## config.mk

```make
export PLATFORM = sky130hd
export DESIGN_NAME = pfs_top
export DESIGN_NICKNAME = d
export VERILOG_FILES = /design/src/hdl/pfs_pkg.sv /design/src/hdl/pfs_port_decode.sv /design/src/hdl/pfs_top.sv
export VERILOG_INCLUDE_DIRS = /design/src /design/src/hdl
export SDC_FILE = /design/constraint.sdc
export NUM_CORES = 1
export LEC_CHECK = 0
export ABC_AREA = 1
export ABC_CLOCK_PERIOD_IN_PS = 8100
export BUFFER_PORTS_ARGS = -buffer_cell sky130_fd_sc_hd__clkbuf_2
export CORE_AREA = 3 3 183 185
export CTS_CLUSTER_DIAMETER = 60
export DETAILED_ROUTE_END_ITERATION = 12
export DIE_AREA = 0 0 186 188
export PLACE_DENSITY = 0.66
export SETUP_SLACK_MARGIN = 0.15
export SYNTH_ARGS = -nofsm -noshare
export SYNTH_HDL_FRONTEND = slang
export SYNTH_HIERARCHICAL = 1
export SYNTH_SLANG_ARGS = --single-unit
```

## constraint.sdc

```tcl
create_clock -name clk -period 8.1 [get_ports clk]
set_input_delay 0.405 -clock clk [delete_from_list [all_inputs] [get_ports clk]]
set_output_delay 0.405 -clock clk [all_outputs]
set_load 0.1 [all_outputs]
```

## src/hdl/pfs_params.svh

```systemverilog
// constants of the pin function select block: offsets, reset values, codes, timing
// assumes a 32-bit axi4-lite bus and 16-bit select registers in the low half of each word
`ifndef PFS_PARAMS_SVH
`define PFS_PARAMS_SVH

// byte offsets of the select registers
`define PFS_OFF_C 32'h0000_0000
`define PFS_OFF_D 32'h0000_0004
`define PFS_OFF_E 32'h0000_0008
`define PFS_OFF_F 32'h0000_000C
`define PFS_OFF_G 32'h0000_0010

// register indices out of the address decoder
`define PFS_IDX_C 3'h0
`define PFS_IDX_D 3'h1
`define PFS_IDX_E 3'h2
`define PFS_IDX_F 3'h3
`define PFS_IDX_G 3'h4
`define PFS_IDX_NONE 3'h7

// two-bit mode field codes
`define PFS_MD_ALT 2'h0
`define PFS_MD_OUT 2'h1
`define PFS_MD_PULL 2'h2
`define PFS_MD_NOPULL 2'h3

// reset values
`define PFS_CDE_RST 16'h0000
`define PFS_F_RST_HI 14'h2AAA
`define PFS_F_RST_LO 14'h0000
`define PFS_G_RST_HI 12'hAAA
`define PFS_G_RST_LO 12'h800
`define PFS_G_RSV_ONES 4'hA
`define PFS_RSV_ZERO 1'h0
`define PFS_RD_PAD 16'h0000

// pins that exist and pins able to drive, per port c, d, e, f, g
`define PFS_PIN_ALL 8'hFF
`define PFS_PIN_F 8'h7F
`define PFS_PIN_G 8'h3F
`define PFS_OUT_F 8'h7D
`define PFS_OUT_G 8'h00

// axi responses
`define PFS_RESP_OKAY 2'h0
`define PFS_RESP_SLVERR 2'h2

// cycles for the strap synchroniser to fill before the load
`define PFS_SYNC_WAIT 2'h2

`endif

```

## src/hdl/pfs_pkg.sv

```systemverilog
// types shared by the pin function select block
// assumes nothing beyond the params header
package pfs_pkg;
   typedef logic [15:0] pfs_reg_t;
   typedef enum logic [1:0] {PFS_WAIT, PFS_LOAD, PFS_RUN} pfs_init_e;
endpackage

```

## src/hdl/pfs_port_decode.sv

```systemverilog
// per-pin decode of one port's mode fields into pad controls, all outputs registered
// assumes mode fields come from the select registers on the same clock
`timescale 1ns/1ps
`include "pfs_params.svh"
module pfs_port_decode
#(
   parameter int PINS = 8,
   parameter logic [PINS-1:0] PIN_MASK = '1,
   parameter logic [PINS-1:0] OUT_MASK = '1
)
(
   input wire logic clk,
   input wire logic sys_rst,
   input wire logic [2*PINS-1:0] mode,
   input wire logic [PINS-1:0] port_data,
   input wire logic [PINS-1:0] alt_out,
   input wire logic [PINS-1:0] alt_oe,
   output logic [PINS-1:0] alt_sel,
   output logic [PINS-1:0] port_oe,
   output logic [PINS-1:0] pull_up_en,
   output logic [PINS-1:0] pad_out,
   output logic [PINS-1:0] pad_oe
);

   logic [PINS-1:0] alt_d;
   logic [PINS-1:0] out_d;
   logic [PINS-1:0] pull_d;
   logic [PINS-1:0] pado_d;
   logic [PINS-1:0] padoe_d;

   if (PINS < 1 || PINS > 16)
   begin : g_bad
      $error("pfs_port_decode: PINS must be 1 to 16");
   end

   // field decode per pin, absent pins stay quiet except pad_out, which follows alt_out
   for (genvar i = 0; i < PINS; i++)
   begin : g_pin
      wire logic [1:0] md = mode[2*i +: 2];
      assign alt_d[i] = PIN_MASK[i] & (md == `PFS_MD_ALT);
      assign out_d[i] = PIN_MASK[i] & OUT_MASK[i] & (md == `PFS_MD_OUT);
      assign pull_d[i] = PIN_MASK[i] & (md == `PFS_MD_PULL);
      assign pado_d[i] = out_d[i] ? port_data[i] : alt_out[i];
      assign padoe_d[i] = out_d[i] | (alt_d[i] & alt_oe[i]);
   end

   // register the pad controls
   always_ff @(posedge clk or posedge sys_rst)
   begin
      if (sys_rst)
      begin
         alt_sel <= '0;
         port_oe <= '0;
         pull_up_en <= '0;
         pad_out <= '0;
         pad_oe <= '0;
      end
      else
      begin
         alt_sel <= alt_d;
         port_oe <= out_d;
         pull_up_en <= pull_d;
         pad_out <= pado_d;
         pad_oe <= padoe_d;
      end
   end

endmodule

```

## src/hdl/pfs_top.sv

```systemverilog
// pin function select for ports c to g: five select registers on axi4-lite and pad decode
// assumes clk at 50 MHz, sys_rst is the power-on reset, manual_rst and the strap are pins
//
// Overview of operation
// mode field 00 alternate, 01 output, 10 input pulled up, 11 input no pull.
// port c register is 16-bit read/write, pin n at bits 2n+1:2n, resets zero.
// port d register is 16-bit read/write, eight fields, resets zero.
// port e register is 16-bit read/write, eight fields, resets zero.
// power-on reset loads port f with AAAA if strap high, else 0000.
// port f and g keep contents through manual reset, standby and sleep.
// port f bit 15 reads the strap level; software writes the same.
// port f bit 14 reads zero; software writes zero.
// software never sets output code on port f pin 1 or port g pins.
// power-on reset loads port g with AAAA if strap high, else A800.
// port g bits 15 and 13 read one; software writes zero.
// port g bits 14 and 12 read zero; software writes zero.
// function and direction are chosen per pin regardless of operating mode.
// output mode lets the data bit drive the pin; otherwise data has no effect.
// each pin gives alternate select, output enable and pull-up enable (code 10).
// read-only reserved bits ignore writes.
//
// The register offsets and the AXI4-Lite interface to the registers were left to the implementer.
`timescale 1ns/1ps
`include "pfs_params.svh"
module pfs_top
#(
   parameter int PINS = 8
)
(
   input wire logic clk,
   input wire logic sys_rst,
   input wire logic manual_rst,
   input wire logic debug_mode_strap,
   input wire logic [31:0] s_axi_awaddr,
   input wire logic s_axi_awvalid,
   output logic s_axi_awready,
   input wire logic [31:0] s_axi_wdata,
   input wire logic [3:0] s_axi_wstrb,
   input wire logic s_axi_wvalid,
   output logic s_axi_wready,
   output logic [1:0] s_axi_bresp,
   output logic s_axi_bvalid,
   input wire logic s_axi_bready,
   input wire logic [31:0] s_axi_araddr,
   input wire logic s_axi_arvalid,
   output logic s_axi_arready,
   output logic [31:0] s_axi_rdata,
   output logic [1:0] s_axi_rresp,
   output logic s_axi_rvalid,
   input wire logic s_axi_rready,
   input wire logic [5*PINS-1:0] port_data,
   input wire logic [5*PINS-1:0] alt_out,
   input wire logic [5*PINS-1:0] alt_oe,
   output logic [5*PINS-1:0] alt_sel,
   output logic [5*PINS-1:0] port_oe,
   output logic [5*PINS-1:0] pull_up_en,
   output logic [5*PINS-1:0] pad_out,
   output logic [5*PINS-1:0] pad_oe
);

   if (PINS != 8)
   begin : g_bad
      $error("pfs_top: sixteen-bit select registers hold exactly eight pins");
   end

   // address decode shared by the write and read paths
   function automatic logic [2:0] pfs_sel(input logic [31:0] a);
      case (a)
         `PFS_OFF_C: pfs_sel = `PFS_IDX_C;
         `PFS_OFF_D: pfs_sel = `PFS_IDX_D;
         `PFS_OFF_E: pfs_sel = `PFS_IDX_E;
         `PFS_OFF_F: pfs_sel = `PFS_IDX_F;
         `PFS_OFF_G: pfs_sel = `PFS_IDX_G;
         default: pfs_sel = `PFS_IDX_NONE;
      endcase
   endfunction

   // byte-lane merge of a write into a 16-bit register
   function automatic logic [15:0] pfs_merge(input logic [15:0] old, input logic [31:0] data,
                                              input logic [3:0] strb);
      pfs_merge = {strb[1] ? data[15:8] : old[15:8], strb[0] ? data[7:0] : old[7:0]};
   endfunction

   logic mrst_s1_q;
   logic mrst_s2_q;
   logic strap_s1_q;
   logic strap_s2_q;
   pfs_pkg::pfs_init_e state_q;
   logic [1:0] cnt_q;
   pfs_pkg::pfs_reg_t c_q;
   pfs_pkg::pfs_reg_t d_q;
   pfs_pkg::pfs_reg_t e_q;
   logic [13:0] f_q;
   logic [11:0] g_q;
   logic aw_have_q;
   logic [31:0] aw_addr_q;
   logic w_have_q;
   logic [31:0] w_data_q;
   logic [3:0] w_strb_q;

   // two-flop synchronisers for the pin inputs
   always_ff @(posedge clk or posedge sys_rst)
   begin
      if (sys_rst)
      begin
         mrst_s1_q <= 1'b0;
         mrst_s2_q <= 1'b0;
         strap_s1_q <= 1'b0;
         strap_s2_q <= 1'b0;
      end
      else
      begin
         mrst_s1_q <= manual_rst;
         mrst_s2_q <= mrst_s1_q;
         strap_s1_q <= debug_mode_strap;
         strap_s2_q <= strap_s1_q;
      end
   end

   // after power-on release wait for the strap to settle, then load f and g once
   always_ff @(posedge clk or posedge sys_rst)
   begin
      if (sys_rst)
      begin
         state_q <= pfs_pkg::PFS_WAIT;
         cnt_q <= 2'h0;
      end
      else
      begin
         unique case (state_q)
            pfs_pkg::PFS_WAIT:
            begin
               if (cnt_q == `PFS_SYNC_WAIT)
                  state_q <= pfs_pkg::PFS_LOAD;
               else
                  cnt_q <= cnt_q + 2'h1;
            end
            pfs_pkg::PFS_LOAD: state_q <= pfs_pkg::PFS_RUN;
            pfs_pkg::PFS_RUN: state_q <= pfs_pkg::PFS_RUN;
         endcase
      end
   end

   wire logic init_load = (state_q == pfs_pkg::PFS_LOAD);

   // read views; reserved bits are built here, never stored
   wire pfs_pkg::pfs_reg_t f_read = {strap_s2_q, `PFS_RSV_ZERO, f_q};
   wire pfs_pkg::pfs_reg_t g_read = {`PFS_G_RSV_ONES, g_q};

   // write path decode
   wire logic aw_take = s_axi_awvalid & s_axi_awready;
   wire logic w_take = s_axi_wvalid & s_axi_wready;
   wire logic b_done = s_axi_bvalid & s_axi_bready;
   wire logic wr_fire = aw_have_q & w_have_q & ~s_axi_bvalid;
   wire logic [2:0] wr_idx = pfs_sel(aw_addr_q);
   wire logic wr_c = wr_fire & (wr_idx == `PFS_IDX_C);
   wire logic wr_d = wr_fire & (wr_idx == `PFS_IDX_D);
   wire logic wr_e = wr_fire & (wr_idx == `PFS_IDX_E);
   wire logic wr_f = wr_fire & (wr_idx == `PFS_IDX_F);
   wire logic wr_g = wr_fire & (wr_idx == `PFS_IDX_G);
   wire pfs_pkg::pfs_reg_t f_merged = pfs_merge(f_read, w_data_q, w_strb_q);
   wire pfs_pkg::pfs_reg_t g_merged = pfs_merge(g_read, w_data_q, w_strb_q);

   // read path decode
   wire logic ar_take = s_axi_arvalid & s_axi_arready;
   wire logic r_done = s_axi_rvalid & s_axi_rready;
   wire logic [2:0] rd_idx = pfs_sel(s_axi_araddr);
   wire logic rd_err = (rd_idx == `PFS_IDX_NONE);
   wire pfs_pkg::pfs_reg_t rd_word =
      (rd_idx == `PFS_IDX_C) ? c_q :
      (rd_idx == `PFS_IDX_D) ? d_q :
      (rd_idx == `PFS_IDX_E) ? e_q :
      (rd_idx == `PFS_IDX_F) ? f_read :
      (rd_idx == `PFS_IDX_G) ? g_read : `PFS_CDE_RST;

   // ports c, d, e: cleared by power-on and manual reset
   always_ff @(posedge clk or posedge sys_rst)
   begin
      if (sys_rst)
      begin
         c_q <= `PFS_CDE_RST;
         d_q <= `PFS_CDE_RST;
         e_q <= `PFS_CDE_RST;
      end
      else if (mrst_s2_q)
      begin
         c_q <= `PFS_CDE_RST;
         d_q <= `PFS_CDE_RST;
         e_q <= `PFS_CDE_RST;
      end
      else
      begin
         if (wr_c)
            c_q <= pfs_merge(c_q, w_data_q, w_strb_q);
         if (wr_d)
            d_q <= pfs_merge(d_q, w_data_q, w_strb_q);
         if (wr_e)
            e_q <= pfs_merge(e_q, w_data_q, w_strb_q);
      end
   end

   // ports f, g: strap-dependent load after power-on only, manual reset ignored
   always_ff @(posedge clk or posedge sys_rst)
   begin
      if (sys_rst)
      begin
         f_q <= `PFS_F_RST_LO;
         g_q <= `PFS_G_RST_LO;
      end
      else if (init_load)
      begin
         f_q <= strap_s2_q ? `PFS_F_RST_HI : `PFS_F_RST_LO;
         g_q <= strap_s2_q ? `PFS_G_RST_HI : `PFS_G_RST_LO;
      end
      else
      begin
         if (wr_f)
            f_q <= f_merged[13:0];
         if (wr_g)
            g_q <= g_merged[11:0];
      end
   end

   // write address channel
   always_ff @(posedge clk or posedge sys_rst)
   begin
      if (sys_rst)
      begin
         s_axi_awready <= 1'b0;
         aw_have_q <= 1'b0;
         aw_addr_q <= '0;
      end
      else if (aw_take)
      begin
         s_axi_awready <= 1'b0;
         aw_have_q <= 1'b1;
         aw_addr_q <= s_axi_awaddr;
      end
      else
      begin
         if (wr_fire)
            aw_have_q <= 1'b0;
         if (init_load | b_done)
            s_axi_awready <= 1'b1;
      end
   end

   // write data channel
   always_ff @(posedge clk or posedge sys_rst)
   begin
      if (sys_rst)
      begin
         s_axi_wready <= 1'b0;
         w_have_q <= 1'b0;
         w_data_q <= '0;
         w_strb_q <= '0;
      end
      else if (w_take)
      begin
         s_axi_wready <= 1'b0;
         w_have_q <= 1'b1;
         w_data_q <= s_axi_wdata;
         w_strb_q <= s_axi_wstrb;
      end
      else
      begin
         if (wr_fire)
            w_have_q <= 1'b0;
         if (init_load | b_done)
            s_axi_wready <= 1'b1;
      end
   end

   // write response, slave error on an unmapped address
   always_ff @(posedge clk or posedge sys_rst)
   begin
      if (sys_rst)
      begin
         s_axi_bvalid <= 1'b0;
         s_axi_bresp <= `PFS_RESP_OKAY;
      end
      else if (wr_fire)
      begin
         s_axi_bvalid <= 1'b1;
         s_axi_bresp <= (wr_idx == `PFS_IDX_NONE) ? `PFS_RESP_SLVERR : `PFS_RESP_OKAY;
      end
      else if (b_done)
         s_axi_bvalid <= 1'b0;
   end

   // read channel, one read in flight
   always_ff @(posedge clk or posedge sys_rst)
   begin
      if (sys_rst)
      begin
         s_axi_arready <= 1'b0;
         s_axi_rvalid <= 1'b0;
         s_axi_rdata <= '0;
         s_axi_rresp <= `PFS_RESP_OKAY;
      end
      else if (ar_take)
      begin
         s_axi_arready <= 1'b0;
         s_axi_rvalid <= 1'b1;
         s_axi_rdata <= {`PFS_RD_PAD, rd_word};
         s_axi_rresp <= rd_err ? `PFS_RESP_SLVERR : `PFS_RESP_OKAY;
      end
      else if (r_done)
      begin
         s_axi_rvalid <= 1'b0;
         s_axi_arready <= 1'b1;
      end
      else if (init_load)
         s_axi_arready <= 1'b1;
   end

   // mode words and pad capability per port c, d, e, f, g
   pfs_pkg::pfs_reg_t mode_w [5];
   assign mode_w[0] = c_q;
   assign mode_w[1] = d_q;
   assign mode_w[2] = e_q;
   assign mode_w[3] = f_read;
   assign mode_w[4] = g_read;

   localparam logic [7:0] PIN_MASKS [5] = '{`PFS_PIN_ALL, `PFS_PIN_ALL, `PFS_PIN_ALL, `PFS_PIN_F, `PFS_PIN_G};
   localparam logic [7:0] OUT_MASKS [5] = '{`PFS_PIN_ALL, `PFS_PIN_ALL, `PFS_PIN_ALL, `PFS_OUT_F, `PFS_OUT_G};

   // one decoder per port, each pin independent of the others and of chip mode
   for (genvar p = 0; p < 5; p++)
   begin : g_port
      pfs_port_decode
      #(
         .PINS(PINS),
         .PIN_MASK(PIN_MASKS[p]),
         .OUT_MASK(OUT_MASKS[p])
      )
      u_dec
      (
         .clk(clk),
         .sys_rst(sys_rst),
         .mode(mode_w[p]),
         .port_data(port_data[p*PINS +: PINS]),
         .alt_out(alt_out[p*PINS +: PINS]),
         .alt_oe(alt_oe[p*PINS +: PINS]),
         .alt_sel(alt_sel[p*PINS +: PINS]),
         .port_oe(port_oe[p*PINS +: PINS]),
         .pull_up_en(pull_up_en[p*PINS +: PINS]),
         .pad_out(pad_out[p*PINS +: PINS]),
         .pad_oe(pad_oe[p*PINS +: PINS])
      );
   end

endmodule

```

=== Word level (Yosys, flattened, before mapping) ===
Cells that the tools add are included.

* Multiplexer cells: 70
* Eq/ne operators: 89
* Add/subtract/negate cells: 1
* Bitwise operators: 82
* Reductions and logical operators: 70

{| class="wikitable"
|+ Operators with widths
! cell !! number
|-
| $mux W16 || 11
|-
| $eq A32 B4 Y1 const B || 4
|-
| $eq A2 B2 Y1 const B || 39
|-
| $logic_not A2 Y1 || 38
|-
| $eq A32 B3 Y1 const B || 2
|-
| $eq A32 B5 Y1 const B || 2
|-
| $logic_not A32 Y1 || 2
|-
| $eq A2 B1 Y1 const B || 31
|-
| $and A1 B1 Y1 || 49
|-
| $mux W1 || 43
|-
| $mux W14 || 3
|-
| $or A1 B1 Y1 || 31
|-
| $pmux W3 S5 || 2
|-
| $reduce_bool A2 Y1 || 15
|-
| $mux W12 || 2
|-
| $reduce_and A2 Y1 || 11
|-
| $mux W8 || 2
|-
| $eq A3 B2 Y1 const B || 4
|-
| $eq A3 B3 Y1 const B || 4
|-
| $mux W10 || 1
|-
| $eq A3 B1 Y1 const B || 2
|-
| $logic_not A3 Y1 || 2
|-
| $mux W2 || 3
|-
| $mux W6 || 1
|-
| 7 further kinds || 8
|}

* Bits in registers: 340
* Bits of input ports: 229
* Word-level logic and storage cells: 365

=== Longest topological paths before layout ===
Gate-level depths: netlist of run 1.

* Depth after elaboration: 8
* Gate-level depth with buffers: 12
* Gate-level depth less buffers: 11

=== Cells and area by module ===
The synthesis of run 1 kept the hierarchy.

{| class="wikitable"
|+ Modules (own cells, without submodules)
! module !! cells an instance !! area an instance (um2) !! instances
|-
| pfs_top || 895 || 7,364.6 || 1
|-
| pfs_port_decode at g_port[0].u_dec ... || 121 || 1,335.0 || 3
|-
| pfs_port_decode at g_port[3].u_dec || 106 || 1,187.4 || 1
|-
| pfs_port_decode at g_port[4].u_dec || 84 || 950.9 || 1
|}

=== Least setup slack after synthesis of run 1 ===
Ideal clock, no wire load.

* Path kind: register to register
* From: register s_axi_awready
* To: register aw_addr_q[10]
* Required time: 7.975 ns
* Cell stages (with the launch flop): 4
* Slack: 6.079 ns
* Path buffers: 1
* Arrival time: 1.896 ns
* Cells stage by stage: dfrtp_1 > nand2_1 > clkbuf_1 > mux2_2

* Word-level cells in the longest chain between the ends: 1

{| class="wikitable"
|+ RTL lines
! what !! line !! source
|-
| start: declaration || pfs_top.sv:36 || <nowiki>output logic s_axi_awready,</nowiki>
|-
| start signal: assignment || pfs_top.sv:229 || <nowiki>s_axi_awready <= 1'b0;</nowiki>
|-
| start signal: assignment || pfs_top.sv:235 || <nowiki>s_axi_awready <= 1'b0;</nowiki>
|-
| start signal: assignment || pfs_top.sv:244 || <nowiki>s_axi_awready <= 1'b1;</nowiki>
|-
| $and A1 B1 Y1 || pfs_top.sv:151 || <nowiki>wire logic aw_take = s_axi_awvalid & s_axi_awready;</nowiki>
|-
| end signal: assignment || pfs_top.sv:237 || <nowiki>aw_addr_q <= s_axi_awaddr;</nowiki>
|-
| end: declaration || pfs_top.sv:96 || <nowiki>logic [31:0] aw_addr_q;</nowiki>
|}

No other way between the ends.
A chain may end at the register's enable or synchronous reset.

=== Worst setup path after layout of run 1 ===
* From: register state_q[1]
* To: register g_q[6]

* Word-level cells in the longest chain between the ends: 3
* Elaborated cells between the ends (all ways): 5
* Classes of those cells: 1 x eq/ne; 1 x mux; 3 x reduce/logical

{| class="wikitable"
|+ RTL lines
! what !! line !! source
|-
| start: declaration || pfs_top.sv:88 || <nowiki>pfs_pkg::pfs_init_e state_q;</nowiki>
|-
| start signal: assignment || pfs_top.sv:125 || <nowiki>state_q <= pfs_pkg::PFS_WAIT;</nowiki>
|-
| start signal: assignment || pfs_top.sv:134 || <nowiki>state_q <= pfs_pkg::PFS_LOAD;</nowiki>
|-
| start signal: assignment || pfs_top.sv:138 || <nowiki>pfs_pkg::PFS_LOAD: state_q <= pfs_pkg::PFS_RUN;</nowiki>
|-
| $eq A2 B1 Y1 * || pfs_top.sv:144 || <nowiki>wire logic init_load = (state_q == pfs_pkg::PFS_LOAD);</nowiki>
|-
| $reduce_bool A2 Y1 (no source line) || - ||
|-
| $reduce_and A2 Y1 (no source line) || - ||
|-
| end signal: assignment || pfs_top.sv:208 || <nowiki>g_q <= `PFS_G_RST_LO;</nowiki>
|-
| end signal: assignment || pfs_top.sv:213 || <nowiki>g_q <= strap_s2_q ? `PFS_G_RST_HI : `PFS_G_RST_LO;</nowiki>
|-
| end signal: assignment || pfs_top.sv:220 || <nowiki>g_q <= g_merged[11:0];</nowiki>
|-
| end: declaration || pfs_top.sv:94 || <nowiki>logic [11:0] g_q;</nowiki>
|}

Every way passes the cells marked *; elsewhere a longest branch is shown, timed or not.

==> flow_summary_export.csv, run 1 <==
group,metric,value,unit
cells_and_area,final_util,52.9,%
routing,drtIter0Drc,762,
worst_setup_path,end_kind,"register",
routing,routed_wl,38900,um
place,dp_cells,2230,
global_routing,grtUsageTotal,21.9,%
routing,wl_met3,3690,um
worst_setup_path,cp_max_fo,18,
die,core,32200,um^2
routing,highest_layer,"met5",
worst_setup_path,required,8.50,ns
yosys,synthCells,1447,
global_routing,grt_pass1_wl,59500,um
yosys,syn_area_per_cell,9.33,um^2
routing,postRouteAntennaNets,0,
clock_network,cts_resized,0,
worst_setup_path,startpoint,"state_q[1]",
outcome,status,"completed",
place,post-dp-hpwl,29100,um
global_routing,antenna_found_initial,1,
cells_and_area,multi_input_area,4190,um^2
place,io_buffers,401,
worst_setup_path,worstSetupPathType,"register to register",
flow_run,cap_violations,0,
clock_network,insertion_delay,0.51,ns
global_routing,grt_pass1_vias,10649,
routing,viasPerCell,4.79,
sta,hold_viol,0,
cells_and_area,regArea,8460,um^2
sta,setup_violations,0,
hold_path,hp-start,"manual_rst",
yosys,yosysWarnings,6,
sta,clock_skew,0.00822,ns
sta,min_period,2.59,ns
die,io_pins,470,
worst_setup_path,worstPathArrival,2.98,ns
cells_and_area,drive_above_1_share,30.9,%
clock_network,numCtsBuffers,37,
power,total_power,7.28,mW
die,start_util,41.9,%
cells_and_area,diodes,0,
sta,period_share,31.9,%
cells_and_area,final_cells,2304,
worst_setup_path,cp-start-kind,"register",
die,dieArea,35000,um^2
hold_path,hp-class,"input port to register",
die,fp.dieH,188,um
global_routing,grt_max_degree,96,
clock_network,htreeDepth,2,
sta,maxSlewHeadroom,27.9,%
routing,dr_total_vias,11036,
die,die_w,186,um
yosys,syn_area,13500,um^2
clock_network,cts_tree,"built",
routing,first_pass_iters,5,
cells_and_area,layout.nets,2104,
die,fp-row-count,66,
clock_network,clkTransAtPathRegs,0.06,ns
power,p_leak,9.46,nW
global_routing,grt-ovfl-total,0,
power,irDropWorstVdd,0.287,mV
clock_network,cts_root_buf,"clkbuf_16",
routing,drc,0,
sta,tns,0,ns
sta,tightest_slew,1.08,ns
cells_and_area,area_growth,26.1,%
clock_network,clock-sinks,338,
routing,wl_met2,18900,um
power,p_per_area,427,nW/um^2
worst_setup_path,r2r-start,"state_q[1]",
cells_and_area,num-fill-cells,3004,
place,gp_congestion,0.871,
clock_network,cts_buffer_depth,3,
sta,max_freq,387,MHz
routing,routedWlPerCell,16.9,um
sta,rsz0062_at_grt,"no",
routing,wl_met1,15000,um
sta,slew_viol_final,0,
-- state kept, by name, summed over array words and instances, names as in the netlist, 30 cells and up --
register,count
g_port.u_dec/pad_oe,37
aw_addr_q,32
g_port.u_dec/alt_sel,37
g_port.u_dec/pad_out,40
g_port.u_dec/pull_up_en,37
g_port.u_dec/port_oe,30
-- per-layer routing --
metal / vias to the layer above / track usage (%)
li1: 5271 / -
met1: 5215 / 27.7
met2: 467 / 37.1
met3: 81 / 5.74
met4: 2 / 6.56
met5: - / 0
-- power breakdown --
part	leakage [nW]	switching (mW)	internal [mW]
Sequential	4.15	0.368	2.16
Combinational	4.76	2.68	0.482
Clock	0.549	0.654	0.928
Total	9.46	3.70	3.57
-- critical path: stages (launching register included) --
cell and delay (ns):
dfrtp_1 0.36, inv_1 0.09, ha_1 0.58, clkinv_1 0.41
nand2_1 0.52, nand2_1 0.31, nand2_1 0.15, nand2_1 0.05
-- stage by stage --
step                worst slack [ns]  hold slack, ns  cell area [um^2]
global route                    5.25          0.0507             17000
floorplan                       3.46           0.331             13600
finish                          5.51          0.0558             17000
detailed placement              5.56           0.341             15800
CTS                             5.55          0.0567             17000
global placement                5.56           0.337             15800
-- layout make-up --
class / count / area share [%]
clock buffers: 53 / 6.14
clock inverters: 10 / 0.507
inverters: 150 / 3.34
multi-input cells: 926 / 24.6
flip-flops and latches: 338 / 49.7
well taps: 408 / 3.00
repair buffers: 419 / 12.7
-- cell usage in the layout, fill, tap and decap left out, types with 2 or more instances in the layout --
cell type	n
clkbuf_2	401
nand2_1	342
dfrtp_1	337
nor2_1	238
nand3_1	147
inv_1	107
nand2_2	40
inv_2	39
conb_1	37
clkbuf_16	37
o21ai_0	30
mux2_2	30
a21oi_1	24
dlygate4sd3_1	11
clkbuf_1	10
nand4_1	7
nor2_2	7
buf_4	7
o21ai_1	6
clkbuf_8	6
clkinv_2	5
nor3_1	4
clkinv_1	3
ha_1	3
clkinvlp_4	3
nor3_2	2
nor2_4	2
o21a_1	2
-- timing repair --
action / 4_1_cts / 5_1_grt
hold buffers: 11 / 0
setup buffers: 0 / 0
endpoints found under the hold margin: 11 / 0
-- final timing paths --
check | to | slack, ns | depth (start not counted)
min reg2reg | mrst_s2_q | 0.35 | 0
min | mrst_s1_q | 0.06 | 1
max reg2reg | g_q[6] | 5.51 | 7
min in group asynchronous | g_port[3].u_dec/pad_out[4] | 0.19 | 3
max in group asynchronous | aw_addr_q[9] | 6.50 | 3
max | g_q[6] | 5.51 | 7
Power figures use the tool's default switching activity.
==> run 2, diff against run 1 <==
ABC_CLOCK_PERIOD_IN_PS = 2400   (was 8100)
CORE_AREA = 3 3 184 186   (was 3 3 183 185)
DIE_AREA = 0 0 187 189   (was 0 0 186 188)
PLACE_DENSITY = 0.65   (was 0.66)
clock period = 2.4 ns   (was 8.1 ns; I/O delays follow)
==> flow_summary_export.csv, run 2 (synthesized netlist as in run 1, its figures left out) <==
group,metric,value,unit
sta,min_period,2.01,ns
die,io_pins,470,
power,pwr-share-seq,32.9,%
worst_setup_path,r2r-start,"aw_addr_q[5]",
clock_network,cts_resized,0,
worst_setup_path,r2r-end,"d_q[12]",
outcome,status,"completed",
power,p_leak,10.3,nW
routing,postRouteAntennaNets,0,
clock_network,clock-sinks,338,
global_routing,grtUsageTotal,22.9,%
routing,routed_wl,40700,um
clock_network,insertion_delay,0.53,ns
die,dieArea,35300,um^2
power,irDropWorstVdd,0.947,mV
hold_path,hp-start,"s_axi_arvalid",
power,p_clk_share,24.1,%
cells_and_area,final_util,58.5,%
sta,hold_viol,0,
sta,slew_viol_final,0,
cells_and_area,top_register,"g_port.u_dec/pad_out",
global_routing,grt-ovfl-total,0,
global_routing,grt_pass1_vias,11975,
power,pwr-share-comb,42.9,%
die,fp-row-count,66,
place,post-dp-hpwl,29300,um
power,power.switching,12.7,mW
routing,first_pass_iters,5,
global_routing,grt_max_degree,113,
place,io_buffers,401,
place,dp_cells,2282,
worst_setup_path,worstPathArrival,2.43,ns
routing,drtIter0Drc,725,
sta,whs,0.0551,ns
clock_network,cts_buffer_depth,3,
die,die_w,187,um
clock_network,numCtsBuffers,38,
cells_and_area,layout_commonest_cell,"clkbuf_2",
routing,viasPerCell,4.68,
cells_and_area,regArea,8460,um^2
cells_and_area,num-fill-cells,2762,
cells_and_area,area_growth,40.5,%
clock_network,post-cts-setup-buffer-count,0,
worst_setup_path,required,2.82,ns
sta,period_share,84.0,%
sta,maxSlewHeadroom,55.9,%
sta,tightest_slew,0.661,ns
global_routing,grt_pass1_wl,64000,um
sta,clock_skew,0.0174,ns
hold_path,whs_endpoint,"s_axi_rvalid",
power,p_per_area,1370,nW/um^2
cells_and_area,layout.nets,2274,
sta,max_freq,496,MHz
sta,rsz0062_at_grt,"no",
routing,dr_total_vias,11764,
die,core,32500,um^2
worst_setup_path,end_kind,"register",
worst_setup_path,r2r_slack,0.39,ns
cells_and_area,largest_reg_flops,40,
worst_setup_path,cp_max_fo,18,
flow_run,cap_violations,0,
cells_and_area,final_cells,2514,
clock_network,cts_tree,"built",
hold_path,hp-class,"input port to register",
die,fp.dieH,189,um
worst_setup_path,worstSetupPathType,"register to register",
clock_network,htreeDepth,2,
clock_network,clkTransAtPathRegs,0.06,ns
cells_and_area,drive_above_1_share,29.5,%
cells_and_area,multi_input_area,4190,um^2
clock_network,cts_root_buf,"clkbuf_16",
cells_and_area,final_cell_mix,"clkbuf_2, nand2_1, dfrtp_1, nor2_1, dlygate4sd3_1",
sta,setup_violations,0,
place,gp_congestion,0.875,
routing,drc,0,
die,start_util,41.6,%
routing,routedWlPerCell,16.2,um
worst_setup_path,cp-start-kind,"register",
hold_path,holdPathStages,4,
global_routing,antenna_found_initial,1,
power,intPower,13.2,mW
power,p_sw_share,49.1,%
sta,tns,0,ns
worst_setup_path,r2r.worst_path.cells,10,
run 2: timing repair:
item | 4_1_cts | 5_1_grt
setup endpoints to repair | 0 | 0
hold buffers | 162 | 0
hold endpoints to repair | 299 | 0
run 2: worst max path at each step:
stage            startpoint      endpoint  cells after the start
2_1_floorplan       sys_rst  aw_addr_q[0]                      1
6_report       aw_addr_q[5]       d_q[12]                     10
4_1_cts        aw_addr_q[5]       d_q[14]                     10
5_1_grt        aw_addr_q[7]        d_q[9]                     10
3_5_place_dp   aw_addr_q[5]       d_q[14]                     10
3_3_place_gp   aw_addr_q[5]       d_q[12]                     10
run 2: metal layers:
layer / global-route usage [%] / part of all wire, % / wire (um)
met1: 27.6 / 39 / 15900
met2: 40.2 / 50 / 20400
met3: 5.41 / 7.4 / 3020
met4: 8.17 / 3.4 / 1380
met5: 0 / 0 / 0
run 2: worst max-delay path: stages (launching register included):
cell	delay (ns)
dfrtp_1	0.37
nor2_1	0.11
nand2_1	0.12
nor2_1	0.16
nand3_1	0.08
nor2_1	0.14
nand3_1	0.15
nand2_2	0.31
nand2_1	0.27
nand2_1	0.13
nand2_1	0.05
run 2: through the flow:
step / setup WS (ns) / total power, mW / instance area (um^2)
floorplan: 0.294 / 17.2 / 13600
global placement: 0.483 / 19.2 / 16000
detailed placement: 0.390 / 19.4 / 16000
CTS: 0.382 / 26.0 / 19000
global route: 0.195 / 27.0 / 19000
finish: 0.385 / 26.0 / 19000
run 2: area by class of cell:
class | instances | area share (%)
Multi-Input combinational cell | 926 | 22.1
Sequential cell | 338 | 44.6
Clock buffer | 55 | 6.00
Clock inverter | 14 | 1.21
Tap cell | 442 | 2.92
Timing Repair Buffer | 588 | 20.2
Antenna cell | 1 | 0.0132
Inverter | 150 | 2.99
run 2: power by group through the flow:
stage          Clock (mW)  Combinational, mW  Sequential [mW]
3_5_place_dp            0               10.7             8.64
6_report             6.26               11.1             8.55
3_3_place_gp            0               10.6             8.60
4_1_cts              6.37               11.1             8.55
5_1_grt              6.60               11.7             8.76
2_1_floorplan           0               2.43             14.7
==> run 3, diff against run 2 <==
ABC_CLOCK_PERIOD_IN_PS = 1700   (was 2400)
CORE_AREA = 3 3 183 185   (was 3 3 184 186)
DIE_AREA = 0 0 186 188   (was 0 0 187 189)
PLACE_DENSITY = 0.69   (was 0.65)
clock period = 1.7 ns   (was 2.4 ns; I/O delays follow)
==> flow_summary_export.csv, run 3 (synthesized netlist as in run 1, its figures left out) <==
group,metric,value,unit
outcome,status,"finished, violations left",
outcome,violations,"negative setup slack",
clock_network,clock-sinks,338,
hold_path,whs_endpoint,"s_axi_rvalid",
cells_and_area,top_register,"g_port.u_dec/pad_out",
worst_setup_path,worstPathArrival,2.31,ns
die,io_pins,470,
sta,rsz0062_at_grt,"yes",
cells_and_area,multi_input_area,4590,um^2
cells_and_area,regArea,8460,um^2
routing,viasPerCell,4.79,
routing,wl_met3,3060,um
sta,min_period,1.84,ns
sta,tns,-3.92,ns
worst_setup_path,r2r_slack,-0.14,ns
clock_network,htreeDepth,2,
cells_and_area,final_cell_mix,"clkbuf_2, dfrtp_1, nand2_1, nor2_1, dlygate4sd3_1",
sta,setup_violations,72,
hold_path,holdPathStages,4,
sta,period_share,108,%
die,core,32200,um^2
routing,routed_wl,42100,um
clock_network,insertion_delay,0.53,ns
routing,first_pass_iters,7,
global_routing,grt_max_degree,74,
worst_setup_path,end_kind,"register",
sta,whs,0.0306,ns
routing,drtIter0Drc,838,
die,fp-row-count,66,
cells_and_area,largest_reg_flops,40,
worst_setup_path,required,2.17,ns
sta,slew_viol_final,0,
global_routing,grtUsageTotal,23.4,%
clock_network,numCtsBuffers,37,
worst_setup_path,worstSetupPathType,"register to register",
sta,clock_skew,0.0160,ns
power,p_per_area,1860,nW/um^2
worst_setup_path,r2r-start,"aw_addr_q[27]",
clock_network,cts_root_buf,"clkbuf_16",
worst_setup_path,startpoint,"aw_addr_q[27]",
routing,postRouteAntennaNets,0,
clock_network,cts_buffer_depth,3,
sta,max_freq,543,MHz
worst_setup_path,r2r.worst_path.cells,8,
global_routing,grt-ovfl-total,0,
cells_and_area,num-fill-cells,2662,
routing,wl_met1,16200,um
global_routing,antenna_found_initial,1,
flow_run,cap_violations,0,
cells_and_area,layout.nets,2310,
global_routing,grt_pass1_vias,11993,
cells_and_area,layout_commonest_cell,"clkbuf_2",
place,io_buffers,401,
die,die_w,186,um
sta,hold_viol,0,
sta,tightest_slew,0.735,ns
place,post-dp-hpwl,30100,um
routing,routedWlPerCell,16.7,um
routing,dr_total_vias,12045,
sta,fin_ws,-0.140,ns
worst_setup_path,r2r-end,"e_q[6]",
hold_path,hp-start,"s_axi_arvalid",
worst_setup_path,cp-start-kind,"register",
die,fp.dieH,188,um
sta,maxSlewHeadroom,50.9,%
global_routing,grt_pass1_wl,63800,um
power,p_leak,10.5,nW
cells_and_area,drive_above_1_share,34.7,%
clock_network,cts_tree,"built",
power,irDropWorstVdd,1.65,mV
die,dieArea,35000,um^2
place,preCtsSetupSlack,-0.0624,ns
die,start_util,41.9,%
hold_path,hp-class,"input port to register",
routing,highest_layer,"met4",
clock_network,clkTransAtPathRegs,0.06,ns
worst_setup_path,cp_max_fo,8,
place,gp_congestion,0.887,
routing,wl_met2,21300,um
cells_and_area,area_growth,44.7,%
routing,drc,0,
## run 3: how the worst max path moves through the flow
| stage | end | slack, ns | depth (start not counted) |
|---|---|---|---|
| final | e_q[6] | -0.14 | 8 |
| after global routing | e_q[6] | -0.24 | 10 |
| after CTS | e_q[14] | 0.002 | 8 |
| after detailed placement | g_q[4] | -0.06 | 8 |
| after global placement | g_q[7] | -0.03 | 8 |
| after floorplan | aw_addr_q[0] | -0.37 | 1 |
## run 3: routing by layer
layer / up-vias / track usage, %
li1: 5686 / -
met3: 91 / 4.83
met4: 0 / 8.56
met5: - / 0
met1: 5728 / 28.5
met2: 540 / 41.0
## run 3: repair_timing
action	4_1_cts	5_1_grt
hold endpoints to repair	466	0
hold buffers	164	0
resized for setup	55	67
endpoints found under the setup margin	75	75
setup buffers	3	3
gates cloned	1	0
pin swaps	14	40
## run 3: report_power, final
group / total, mW / internal (mW) / leakage, nW / switching (mW)
Clock: 7.87 / 4.62 / 0.601 / 3.25
Sequential: 12.2 / 10.3 / 4.15 / 1.84
Combinational: 16.3 / 3.03 / 5.79 / 13.3
## run 3: stage by stage
| stage | std cells | area (um^2) | power [mW] | util [%] |
|---|---|---|---|---|
| detailed placement | 2276 | 16200 | 27.6 | 50.2 |
| finish | 2515 | 19500 | 36.3 | 60.7 |
| global route | 2515 | 19500 | 37.9 | 60.7 |
| CTS | 2511 | 19300 | 36.1 | 59.8 |
| floorplan | 1481 | 13600 | 24.2 | - |
| global placement | 2276 | 16200 | 27.3 | 50.2 |
## run 3: layout make-up
cell class                 count  area share [%]
antenna                        1          0.0128
clock buffer                  54            5.53
clock inverter                13           0.647
inverter                     150            2.91
multi-input combinational    927            23.5
sequential                   338            43.3
tap                          408            2.61
timing repair buffer         624            21.5
## run 3: worst max-delay path: stages, from the launching register on
cell,delay (ns)
dfrtp_1,0.39
nor2_2,0.13
nand4_1,0.21
nor2_4,0.22
nand3_2,0.13
o21ai_4,0.32
buf_6,0.19
nand3_1,0.09
nand2_1,0.10
